--- src/hdl/scsi_capture_regs.svh ---
// Timing constants for the SCSI phase capture strobe block.
// Assumes a single 10 MHz system clock; all counts derive from it.
`ifndef SCSI_CAPTURE_REGS_SVH
`define SCSI_CAPTURE_REGS_SVH

// ----------------------------------------------------------------------
// Timebase
// ----------------------------------------------------------------------
`define CLK_PERIOD_NS    100
`define ARB_DELAY_NS     800
`define FREE_DELAY_NS    400
`define STROBE_DELAY_NS  40

// Least times round up to whole cycles
`define ARB_CYC    ((`ARB_DELAY_NS + `CLK_PERIOD_NS - 1) / `CLK_PERIOD_NS)
`define FREE_CYC   ((`FREE_DELAY_NS + `CLK_PERIOD_NS - 1) / `CLK_PERIOD_NS)
`define STROBE_CYC ((`STROBE_DELAY_NS + `CLK_PERIOD_NS - 1) / `CLK_PERIOD_NS)

// ----------------------------------------------------------------------
// Widths and reset values
// ----------------------------------------------------------------------
`define CNT_W        4
`define BUF_DEPTH    2
`define PAR_ERR_RST  2'h0

`endif

--- src/hdl/scsi_capture_pkg.sv ---
// Types shared by the SCSI phase capture strobe block.
// Assumes bus lines arrive already converted to asserted-high levels.
package scsi_capture_pkg;

  // ----------------------------------------------------------------------
  // Bus lines as seen behind the receivers
  // ----------------------------------------------------------------------
  typedef struct packed {
    logic [15:0] data;
    logic [1:0]  parity;
    logic        io;
    logic        cd;
    logic        msg;
    logic        sel;
    logic        bsy;
    logic        req;
    logic        ack;
    logic        atn;
    logic        rst;
  } scsi_bus_t;

  // ----------------------------------------------------------------------
  // Decoded bus phase
  // ----------------------------------------------------------------------
  typedef enum logic [8:0] {
    PH_FREE = 9'h001,
    PH_ARB  = 9'h002,
    PH_SEL  = 9'h004,
    PH_CMD  = 9'h008,
    PH_STAT = 9'h010,
    PH_MSG  = 9'h020,
    PH_DIN  = 9'h040,
    PH_DOUT = 9'h080,
    PH_RSVD = 9'h100
  } phase_t;

  // ----------------------------------------------------------------------
  // Control states
  // ----------------------------------------------------------------------
  typedef enum logic [7:0] {
    ST_WATCH     = 8'h01,
    ST_FREE_CNT  = 8'h02,
    ST_FREE_DONE = 8'h04,
    ST_ARB_CNT   = 8'h08,
    ST_ARB_DONE  = 8'h10,
    ST_SEL_WAIT  = 8'h20,
    ST_SEL_END   = 8'h40,
    ST_XFER_WAIT = 8'h80
  } ctl_state_t;

  // ----------------------------------------------------------------------
  // One captured snapshot
  // ----------------------------------------------------------------------
  typedef struct packed {
    phase_t      phase;
    logic        wide;
    logic [15:0] data;
    logic [1:0]  parity;
    logic [1:0]  parErr;
    logic        io;
    logic        cd;
    logic        msg;
    logic        atn;
    logic        rst;
    logic        bsy;
    logic        sel;
  } snapshot_t;

endpackage : scsi_capture_pkg

--- src/hdl/bus_sync.sv ---
// Two-flop synchroniser for a vector of asynchronous pins.
// Assumes each bit is independent; skew between bits is not removed.
`timescale 1ns/100ps
module bus_sync #(
  parameter int WIDTH = 1
) (
  // Clock and reset
  input  wire logic             clk,
  input  wire logic             resetn,
  // Pins in, synchronised levels out
  input  wire logic [WIDTH-1:0] asyncIn,
  output logic      [WIDTH-1:0] syncOut
);

  logic [WIDTH-1:0] meta_q;

  genvar i;
  generate
    for (i = 0; i < WIDTH; i++) begin : g_bit
      always_ff @(posedge clk or negedge resetn) begin
        if (!resetn) begin
          meta_q[i]  <= 1'b0;
          syncOut[i] <= 1'b0;
        end else begin
          meta_q[i]  <= asyncIn[i];
          syncOut[i] <= meta_q[i];
        end
      end
    end
  endgenerate

endmodule : bus_sync

--- src/hdl/capture_buffer.sv ---
// Two-entry buffer between snapshot source and capture instrument.
// Assumes the consumer may stall; a full buffer drops inReady.
`timescale 1ns/100ps
module capture_buffer (
  // Clock and reset
  input  wire logic                         clk,
  input  wire logic                         resetn,
  // Filling side
  input  wire logic                         inValid,
  output logic                              inReady,
  input  wire scsi_capture_pkg::snapshot_t  inWord,
  // Draining side
  output logic                              outValid,
  input  wire logic                         outReady,
  output scsi_capture_pkg::snapshot_t       outWord
);

  logic                        skidValid_q;
  scsi_capture_pkg::snapshot_t skidWord_q;
  logic                        push;
  logic                        pop;

  assign inReady = !skidValid_q;
  assign push    = inValid && inReady;
  assign pop     = outValid && outReady;

  // Output stage always registered; second entry only on a stall
  always_ff @(posedge clk or negedge resetn) begin
    if (!resetn) begin
      outValid    <= 1'b0;
      outWord     <= '0;
      skidValid_q <= 1'b0;
      skidWord_q  <= '0;
    end else if (!outValid || pop) begin
      if (skidValid_q) begin
        outValid    <= 1'b1;
        outWord     <= skidWord_q;
        skidValid_q <= 1'b0;
      end else begin
        outValid <= push;
        outWord  <= inWord;
      end
    end else if (push) begin
      skidValid_q <= 1'b1;
      skidWord_q  <= inWord;
    end
  end

endmodule : capture_buffer

--- src/hdl/scsi_phase_capture_strobe.sv ---
// Passive SCSI phase monitor: latches bus lines and strobes snapshots.
// Assumes asserted-high bus lines from receivers, asynchronous to clk,
// and a 10 MHz clock; no SCSI line is ever driven.
//
// Functional notes
// - Latch data, parity, parity errors, phase lines together
// - ATN, RST, BSY, SEL taken at strobe
// - One strobe yields one coherent snapshot
// - Arbitration: sample 800 ns, strobe 40 ns later
// - Selection: latch BSY negate, strobe BSY reassert
// - Command/status/message: latch REQ rise, strobe ACK fall
// - Data in: latch REQ rise, strobe REQ fall
// - Data out: latch ACK rise, strobe ACK fall
// - Bus free: wait 400 ns, latch, strobe 40 ns
// - Bus-free snapshot carries RST state
// - Reset during bus free: latch, strobe 40 ns
// - RST sampled with other lines while active
// - Timing path passes all lines unlatched
// - Works on 8-bit or 16-bit bus
// - Parity error only when mismatch and enabled
`timescale 1ns/100ps
`include "scsi_capture_regs.svh"
module scsi_phase_capture_strobe (
  // Clock and reset
  input  wire logic                         clk,
  input  wire logic                         resetn,
  // Observed bus lines, asynchronous
  input  wire scsi_capture_pkg::scsi_bus_t  scsiBus,
  // Front-panel settings, asynchronous
  input  wire logic                         wideBus,
  input  wire logic                         parityCheckEn,
  // Snapshot stream to the capture instrument
  output logic                              capValid,
  input  wire logic                         capReady,
  output scsi_capture_pkg::snapshot_t       capWord,
  output logic                              capOverrun,
  // Timing path
  output scsi_capture_pkg::scsi_bus_t       timingBus
);

  // ----------------------------------------------------------------------
  // Functions
  // ----------------------------------------------------------------------
  function automatic scsi_capture_pkg::phase_t decodePhase(
    input scsi_capture_pkg::scsi_bus_t b);
    scsi_capture_pkg::phase_t p;
    p = scsi_capture_pkg::PH_RSVD;
    if (!b.bsy && !b.sel) begin
      p = scsi_capture_pkg::PH_FREE;
    end else if (b.sel && !b.bsy) begin
      p = scsi_capture_pkg::PH_SEL;
    end else if (b.sel) begin
      p = scsi_capture_pkg::PH_ARB;
    end else begin
      case ({b.msg, b.cd, b.io})
        3'h0:    p = scsi_capture_pkg::PH_DOUT;
        3'h1:    p = scsi_capture_pkg::PH_DIN;
        3'h2:    p = scsi_capture_pkg::PH_CMD;
        3'h3:    p = scsi_capture_pkg::PH_STAT;
        3'h6:    p = scsi_capture_pkg::PH_MSG;
        3'h7:    p = scsi_capture_pkg::PH_MSG;
        default: p = scsi_capture_pkg::PH_RSVD;
      endcase
    end
    return p;
  endfunction : decodePhase

  // Odd parity over one byte; high means mismatch
  function automatic logic parityBad(input logic [7:0] d, input logic p);
    return !(^{d, p});
  endfunction : parityBad

  // ----------------------------------------------------------------------
  // Input synchronisation
  // ----------------------------------------------------------------------
  localparam int BUS_W = $bits(scsi_capture_pkg::scsi_bus_t);

  logic [BUS_W-1:0]             busRaw;
  logic [1:0]                   cfgRaw;
  scsi_capture_pkg::scsi_bus_t  busS;
  scsi_capture_pkg::scsi_bus_t  busP_q;
  logic                         wideS;
  logic                         parEnS;

  bus_sync #(.WIDTH(BUS_W)) u_bus_sync (
    .clk     (clk),
    .resetn  (resetn),
    .asyncIn (scsiBus),
    .syncOut (busRaw)
  );

  bus_sync #(.WIDTH(2)) u_cfg_sync (
    .clk     (clk),
    .resetn  (resetn),
    .asyncIn ({wideBus, parityCheckEn}),
    .syncOut (cfgRaw)
  );

  assign busS   = scsi_capture_pkg::scsi_bus_t'(busRaw);
  assign wideS  = cfgRaw[1];
  assign parEnS = cfgRaw[0];

  always_ff @(posedge clk or negedge resetn) begin
    if (!resetn) begin
      busP_q <= '0;
    end else begin
      busP_q <= busS;
    end
  end

  // ----------------------------------------------------------------------
  // Edge and phase decode
  // ----------------------------------------------------------------------
  logic                      busFree;
  logic                      arbBoth;
  logic                      bsyRise;
  logic                      bsyFall;
  logic                      reqRise;
  logic                      reqFall;
  logic                      ackRise;
  logic                      ackFall;
  logic                      rstRise;
  scsi_capture_pkg::phase_t  phaseNow;

  assign busFree  = !busS.bsy && !busS.sel;
  assign arbBoth  = busS.bsy && busS.sel;
  assign bsyRise  = busS.bsy && !busP_q.bsy;
  assign bsyFall  = !busS.bsy && busP_q.bsy;
  assign reqRise  = busS.req && !busP_q.req;
  assign reqFall  = !busS.req && busP_q.req;
  assign ackRise  = busS.ack && !busP_q.ack;
  assign ackFall  = !busS.ack && busP_q.ack;
  assign rstRise  = busS.rst && !busP_q.rst;
  assign phaseNow = decodePhase(busS);

  // ----------------------------------------------------------------------
  // Phase tracking state machine
  // ----------------------------------------------------------------------
  scsi_capture_pkg::ctl_state_t  state_q;
  scsi_capture_pkg::ctl_state_t  state_d;
  scsi_capture_pkg::phase_t      kind_q;
  scsi_capture_pkg::phase_t      kind_d;
  logic [`CNT_W-1:0]             cnt_q;
  logic [`CNT_W-1:0]             cnt_d;
  logic                          latchNow;
  logic                          timedLatch;
  logic                          edgeFire;
  logic                          fireAll;

  localparam logic [`CNT_W-1:0] ARB_LAST  = `CNT_W'(`ARB_CYC - 1);
  localparam logic [`CNT_W-1:0] FREE_LAST = `CNT_W'(`FREE_CYC - 1);

  always_comb begin
    state_d    = state_q;
    kind_d     = kind_q;
    cnt_d      = cnt_q;
    latchNow   = 1'b0;
    timedLatch = 1'b0;
    edgeFire   = 1'b0;
    unique case (state_q)
      scsi_capture_pkg::ST_WATCH: begin
        cnt_d = '0;
        if (busFree) begin
          state_d = scsi_capture_pkg::ST_FREE_CNT;
        end else if (arbBoth) begin
          state_d = scsi_capture_pkg::ST_ARB_CNT;
        end else if (bsyFall && busS.sel) begin
          latchNow = 1'b1;
          state_d  = scsi_capture_pkg::ST_SEL_WAIT;
        end else if (phaseNow == scsi_capture_pkg::PH_DOUT && ackRise) begin
          latchNow = 1'b1;
          kind_d   = phaseNow;
          state_d  = scsi_capture_pkg::ST_XFER_WAIT;
        end else if (phaseNow != scsi_capture_pkg::PH_DOUT &&
                     phaseNow != scsi_capture_pkg::PH_RSVD && reqRise) begin
          latchNow = 1'b1;
          kind_d   = phaseNow;
          state_d  = scsi_capture_pkg::ST_XFER_WAIT;
        end
      end
      scsi_capture_pkg::ST_FREE_CNT: begin
        if (!busFree) begin
          state_d = scsi_capture_pkg::ST_WATCH;
        end else if (cnt_q == FREE_LAST) begin
          latchNow   = 1'b1;
          timedLatch = 1'b1;
          state_d    = scsi_capture_pkg::ST_FREE_DONE;
        end else begin
          cnt_d = cnt_q + `CNT_W'(1);
        end
      end
      scsi_capture_pkg::ST_FREE_DONE: begin
        if (!busFree) begin
          state_d = scsi_capture_pkg::ST_WATCH;
        end else if (rstRise) begin
          latchNow   = 1'b1;
          timedLatch = 1'b1;
        end
      end
      scsi_capture_pkg::ST_ARB_CNT: begin
        if (bsyFall && busS.sel) begin
          latchNow = 1'b1;
          state_d  = scsi_capture_pkg::ST_SEL_WAIT;
        end else if (!arbBoth) begin
          state_d = scsi_capture_pkg::ST_WATCH;
        end else if (cnt_q == ARB_LAST) begin
          latchNow   = 1'b1;
          timedLatch = 1'b1;
          state_d    = scsi_capture_pkg::ST_ARB_DONE;
        end else begin
          cnt_d = cnt_q + `CNT_W'(1);
        end
      end
      scsi_capture_pkg::ST_ARB_DONE: begin
        if (bsyFall && busS.sel) begin
          latchNow = 1'b1;
          state_d  = scsi_capture_pkg::ST_SEL_WAIT;
        end else if (!busS.sel) begin
          state_d = scsi_capture_pkg::ST_WATCH;
        end
      end
      scsi_capture_pkg::ST_SEL_WAIT: begin
        if (bsyRise) begin
          edgeFire = 1'b1;
          state_d  = scsi_capture_pkg::ST_SEL_END;
        end else if (!busS.sel) begin
          state_d = scsi_capture_pkg::ST_WATCH;
        end
      end
      scsi_capture_pkg::ST_SEL_END: begin
        // BSY and SEL overlap after selection; not a new arbitration
        if (!busS.sel) begin
          state_d = scsi_capture_pkg::ST_WATCH;
        end
      end
      scsi_capture_pkg::ST_XFER_WAIT: begin
        if (kind_q == scsi_capture_pkg::PH_DIN ? reqFall : ackFall) begin
          edgeFire = 1'b1;
          state_d  = scsi_capture_pkg::ST_WATCH;
        end else if (!busS.bsy) begin
          state_d = scsi_capture_pkg::ST_WATCH;
        end
      end
      default: begin
        state_d = scsi_capture_pkg::ST_WATCH;
      end
    endcase
  end

  always_ff @(posedge clk or negedge resetn) begin
    if (!resetn) begin
      state_q <= scsi_capture_pkg::ST_WATCH;
      kind_q  <= scsi_capture_pkg::PH_FREE;
      cnt_q   <= '0;
    end else begin
      state_q <= state_d;
      kind_q  <= kind_d;
      cnt_q   <= cnt_d;
    end
  end

  // ----------------------------------------------------------------------
  // Strobe delay after timed latches
  // ----------------------------------------------------------------------
  // 40 ns rounds up to one clock; a finer timebase would need a faster clk
  logic [`STROBE_CYC-1:0] fireDly_q;

  always_ff @(posedge clk or negedge resetn) begin
    if (!resetn) begin
      fireDly_q <= '0;
    end else begin
      fireDly_q <= `STROBE_CYC'({fireDly_q, timedLatch});
    end
  end

  assign fireAll = edgeFire || fireDly_q[`STROBE_CYC-1];

  // ----------------------------------------------------------------------
  // Latched group
  // ----------------------------------------------------------------------
  logic [15:0]              latData_q;
  logic [1:0]               latPar_q;
  logic [1:0]               latParErr_q;
  logic [2:0]               latPhase_q;
  scsi_capture_pkg::phase_t latDecoded_q;

  always_ff @(posedge clk or negedge resetn) begin
    if (!resetn) begin
      latData_q    <= '0;
      latPar_q     <= '0;
      latParErr_q  <= `PAR_ERR_RST;
      latPhase_q   <= '0;
      latDecoded_q <= scsi_capture_pkg::PH_FREE;
    end else if (latchNow) begin
      latData_q      <= busS.data;
      latPar_q       <= busS.parity;
      latPhase_q     <= {busS.io, busS.cd, busS.msg};
      latDecoded_q   <= phaseNow;
      latParErr_q[0] <= parEnS && parityBad(busS.data[7:0], busS.parity[0]);
      latParErr_q[1] <= parEnS && wideS &&
                        parityBad(busS.data[15:8], busS.parity[1]);
    end
  end

  // ----------------------------------------------------------------------
  // Snapshot assembly and buffer
  // ----------------------------------------------------------------------
  scsi_capture_pkg::snapshot_t  pushWord;
  logic                         bufReady;

  always_comb begin
    pushWord        = '0;
    pushWord.phase  = latDecoded_q;
    pushWord.wide   = wideS;
    pushWord.data   = wideS ? latData_q : {8'h00, latData_q[7:0]};
    pushWord.parity = latPar_q;
    pushWord.parErr = latParErr_q;
    pushWord.io     = latPhase_q[2];
    pushWord.cd     = latPhase_q[1];
    pushWord.msg    = latPhase_q[0];
    // Straight lines read at the strobe, not at the latch
    pushWord.atn    = busS.atn;
    pushWord.rst    = busS.rst;
    pushWord.bsy    = busS.bsy;
    pushWord.sel    = busS.sel;
  end

  capture_buffer u_capture_buffer (
    .clk      (clk),
    .resetn   (resetn),
    .inValid  (fireAll),
    .inReady  (bufReady),
    .inWord   (pushWord),
    .outValid (capValid),
    .outReady (capReady),
    .outWord  (capWord)
  );

  // Bus cannot be stalled; a strobe into a full buffer is flagged
  always_ff @(posedge clk or negedge resetn) begin
    if (!resetn) begin
      capOverrun <= 1'b0;
    end else if (fireAll && !bufReady) begin
      capOverrun <= 1'b1;
    end
  end

  // ----------------------------------------------------------------------
  // Timing path
  // ----------------------------------------------------------------------
  always_ff @(posedge clk or negedge resetn) begin
    if (!resetn) begin
      timingBus <= '0;
    end else begin
      timingBus <= busS;
    end
  end
endmodule : scsi_phase_capture_strobe

--- config.mk ---
export PLATFORM = sky130hd
export DESIGN_NAME = scsi_phase_capture_strobe
export DESIGN_NICKNAME = d
export VERILOG_FILES = /design/src/hdl/scsi_capture_pkg.sv /design/src/hdl/bus_sync.sv /design/src/hdl/capture_buffer.sv /design/src/hdl/scsi_phase_capture_strobe.sv
export VERILOG_INCLUDE_DIRS = /design/src /design/src/hdl
export SDC_FILE = /design/constraint.sdc
export NUM_CORES = 1
export LEC_CHECK = 0
export BUFFER_PORTS_ARGS = -buffer_cell sky130_fd_sc_hd__buf_2
export CORE_MARGIN = 4
export CORE_UTILIZATION = 40
export CTS_CLUSTER_SIZE = 28
export DETAILED_ROUTE_END_ITERATION = 7
export HOLD_SLACK_MARGIN = 0.12
export PLACE_DENSITY_LB_ADDON = 0.3
export SLEW_MARGIN = 30
export SYNTH_ARGS = -nofsm -noshare
export SYNTH_HDL_FRONTEND = slang
export SYNTH_SLANG_ARGS = --single-unit
--- constraint.sdc ---
create_clock -name clk -period 4.1 [get_ports clk]
set_input_delay 0.82 -clock clk [delete_from_list [all_inputs] [get_ports clk]]
set_output_delay 0.82 -clock clk [all_outputs]
set_load 0.005 [all_outputs]
==> impl_results.md <==
* Fmax at about 0.32 GHz
* Final Power at slightly above 6 mW
* Largest net degree at the start of global routing at 93
* P_sw at 1.56 mW
* RSZ-0062 raised after global routing: no
* Max Slew Vio Count at 0
* Routed Antenna Nets at 0
* Syn_area_per_cell at 14.4 µm²
* Slowest cell on crit path: and3_2
* TritonCTS clock tree: yes
* Initial antenna violation count at 0
* Clock skew at between 0.01 and 0.015 ns
* Syn nets at 625
* Setup Total Neg Slack at 0 ns
* Rows at 52
* I/O pins at 98
* Max cap viols at 0
* Hpwl dp at 11100 µm
* First-pass GRT wire length at 28100 µm
* Reg area at 5410 µm²
* Drt pass-1 iters at 5
* Comb pwr share at 0.171
* Multi-input gate area at about 2900 µm²
* Clk buf depth at 3
* Synth Instances at 588
* Core ar. at 20500 µm²
* Vias in the first global route at 5337
* Clock Latency Late Sink at about 0.50 ns
* FF+latch count, synth at approximately 220
* Post-cts sizing count at 0
* Die area at 23500 µm²
* Grt ovf at 0
* Pleak at 4.77 nW
* WP data arrival at 3.55 ns
* Die Width at 153 µm
* Critical path class: reg2reg
* Pwr per Cell Area at 602 nW/µm²
* Hold violation count in the final report at 0
* Largest area contributor in the netlist: dfrtp_1
* Tmin final at 3.17 ns
* CTS Hold Bufs at 0
* Slowest cell delay on critical path at 0.64 ns
* Total Wirelength at 16700 µm
* Worst-path clk slew at 0.06 ns
* CP cell instances: inv_1, ha_1, nor4_2, a21oi_1, o31ai_1, and3_2, buf_12, mux2_4
* Clock Power Share at 0.368
* Fillers at 1782
* I/O Buffers at 97
* Seq/Total Area, Yosys at 0.640
* Largest fanout on the critical path at 17
* Via density at 5.02
* Number of distinct library cells after synthesis at 51
* GPL Wtd Cong at slightly above 0.9
* Fraction of power consumed by sequential logic at 0.461
* Synth-to-Final Area Change at 18.6%
* Least-Margin Pin Slew at 0.845 ns
* Fin nets at about 730
* Routed via count at 4921
* # diodes at 0
* Post-synth EDFFs at 0
* Startpoint Class: flop
* Status: finished, final reports clean
* Num CTS Buffers at 24
* Worst Setup End Kind: flop
* Max VDD drop at 272 µV
* Worst rel slew slack at 0.435
* Clock Root Buffer: clkbuf_16
* Switching part of the total at 0.258
* WL per Instance at 17.1 µm
* Synth top area cells: dfrtp_1, mux2_4, mux2i_1, o21ai_0, nand2_1
* Layout cells sized above 1 at 0.330
* Post-CTS setup buffers at 0
* Ys async rst share at 1.00
* Cell Area, Synth at 8450 µm²
* Number of setup violations in the final report at 0
* Num Clock Sinks at 216
* Hold Crit Class: in2async
* CP Data Required Time at 4.48 ns
* Remaining DRCs at 0
* GRT Total Usage at 0.143
* Initial core utilization at 0.412
* Die Span Y at 153 µm
* Share of the synthesized area in the top cell type at 0.631
* Yosys warns at 0
* Internal power at 4.48 mW
* Main synth FF type: dfrtp_1
* First DRT Iteration DRCs at 326
* Fin crit share at 0.774
* H-tree levels at 1
layout make-up:
| type | instances | share of cell area |
|---|---|---|
| clock buffers | 32 | 0.0680 |
| clock inverters | 10 | 0.0155 |
| inverters | 5 | 0.00187 |
| multi-input cells | 344 | 0.285 |
| flip-flops and latches | 216 | 0.540 |
| well taps | 270 | 0.0337 |
| repair buffers | 103 | 0.0564 |
stage by stage:
step                hold WS, ns  utilization  cell area (µm²)  instances  worst slack (ns)
global route              0.350        0.489            10000        980             0.707
detailed placement        0.335        0.448             9190        938             0.974
finish                    0.316        0.489            10000        980             0.926
floorplan                 0.331            -             8450        588              1.65
CTS                       0.348        0.489            10000        980             0.950
global placement          0.332        0.448             9190        938              1.10
power groups by stage:
stage / clock, mW / combinational (mW) / sequential [mW]
after floorplan: 0 / 0.721 / 2.73
after global placement: 0 / 1.00 / 2.79
after detailed placement: 0 / 1.04 / 2.82
after CTS: 2.28 / 1.04 / 2.79
after global routing: 2.39 / 1.14 / 2.84
final: 2.22 / 1.03 / 2.78
per-layer routing:
metal | GRT usage | part of all wire
met1 | 0.188 | 0.43
met2 | 0.241 | 0.48
met3 | 0.0311 | 0.058
met4 | 0.0433 | 0.027
met5 | 0 | 0
worst max-delay path: cells and delay by family (launching register included):
family	cells	cell delay, ns
mux	1	0.32
simple gates	2	1.06
buf+inv	2	0.41
fa+ha+maj	1	0.30
flops	1	0.60
compound gates	2	0.35
Yosys cell counts, types with 5 or more instances:
cell type and n:
a21oi_1 8, ha_1 5, inv_1 5, nand3_1 5
nand2_1 55, dfrtp_1 213, nand2b_1 6, mux2_4 59
nor2b_1 8, nor2_1 15, mux2_2 16, nor3_1 5
and2_1 8, mux2i_1 39, o21ai_0 43, xnor2_1 14
buf_6 5, clkbuf_1 11
placed cells by master, fill, tap and decap left out, drive strengths merged, types with 6 or more instances in the layout:
cell / n
mux2i: 39
mux2: 75
buf: 103
clkbuf: 32
o21ai: 44
dfrtp: 213
and2: 9
a21oi: 9
nor3: 6
nor2b: 8
nor2: 16
nor4: 7
xnor2: 14
nand2: 56
nand2b: 6
worst paths after layout:
kind                                                  from                          endpoint  slack (ns)  depth (start not counted)
setup / recovery           u_bus_sync.syncOut[5]$_DFF_PN0_          latData_q[4]$_DFFE_PN0P_        0.93                          8
hold / removal                                      resetn          latData_q[9]$_DFFE_PN0P_        0.32                          1
setup reg to reg           u_bus_sync.syncOut[5]$_DFF_PN0_          latData_q[4]$_DFFE_PN0P_        0.93                          8
hold reg to reg            u_bus_sync.meta_q[10]$_DFF_PN0_  u_bus_sync.syncOut[10]$_DFF_PN0_        0.35                          0
max in group asynchronous                           resetn            state_q[0]$_DFFE_PN1P_        2.83                          2
min in group clk           u_bus_sync.meta_q[10]$_DFF_PN0_  u_bus_sync.syncOut[10]$_DFF_PN0_        0.35                          0
state kept, by name, summed over array words and instances, names as in the netlist, 3 cells and up:
register,count
latPhase_q,3
u_capture_buffer.outWord,37
u_bus_sync.syncOut,27
timingBus,27
u_bus_sync.meta_q,27
state_q,8
u_capture_buffer.skidWord_q,37
cnt_q,4
kind_q,9
latData_q,16
latDecoded_q,9
logic make-up after synthesis:
kind of cell | Yosys count | share of synthesized area
compound gates | 66 | 0.0440
simple gates | 141 | 0.0946
fa+ha+maj | 5 | 0.00740
mux | 114 | 0.172
xor+xnor | 18 | 0.0187
flops | 216 | 0.640
buf+inv | 28 | 0.0229
No activity file was read; power rests on OpenSTA's default activity.
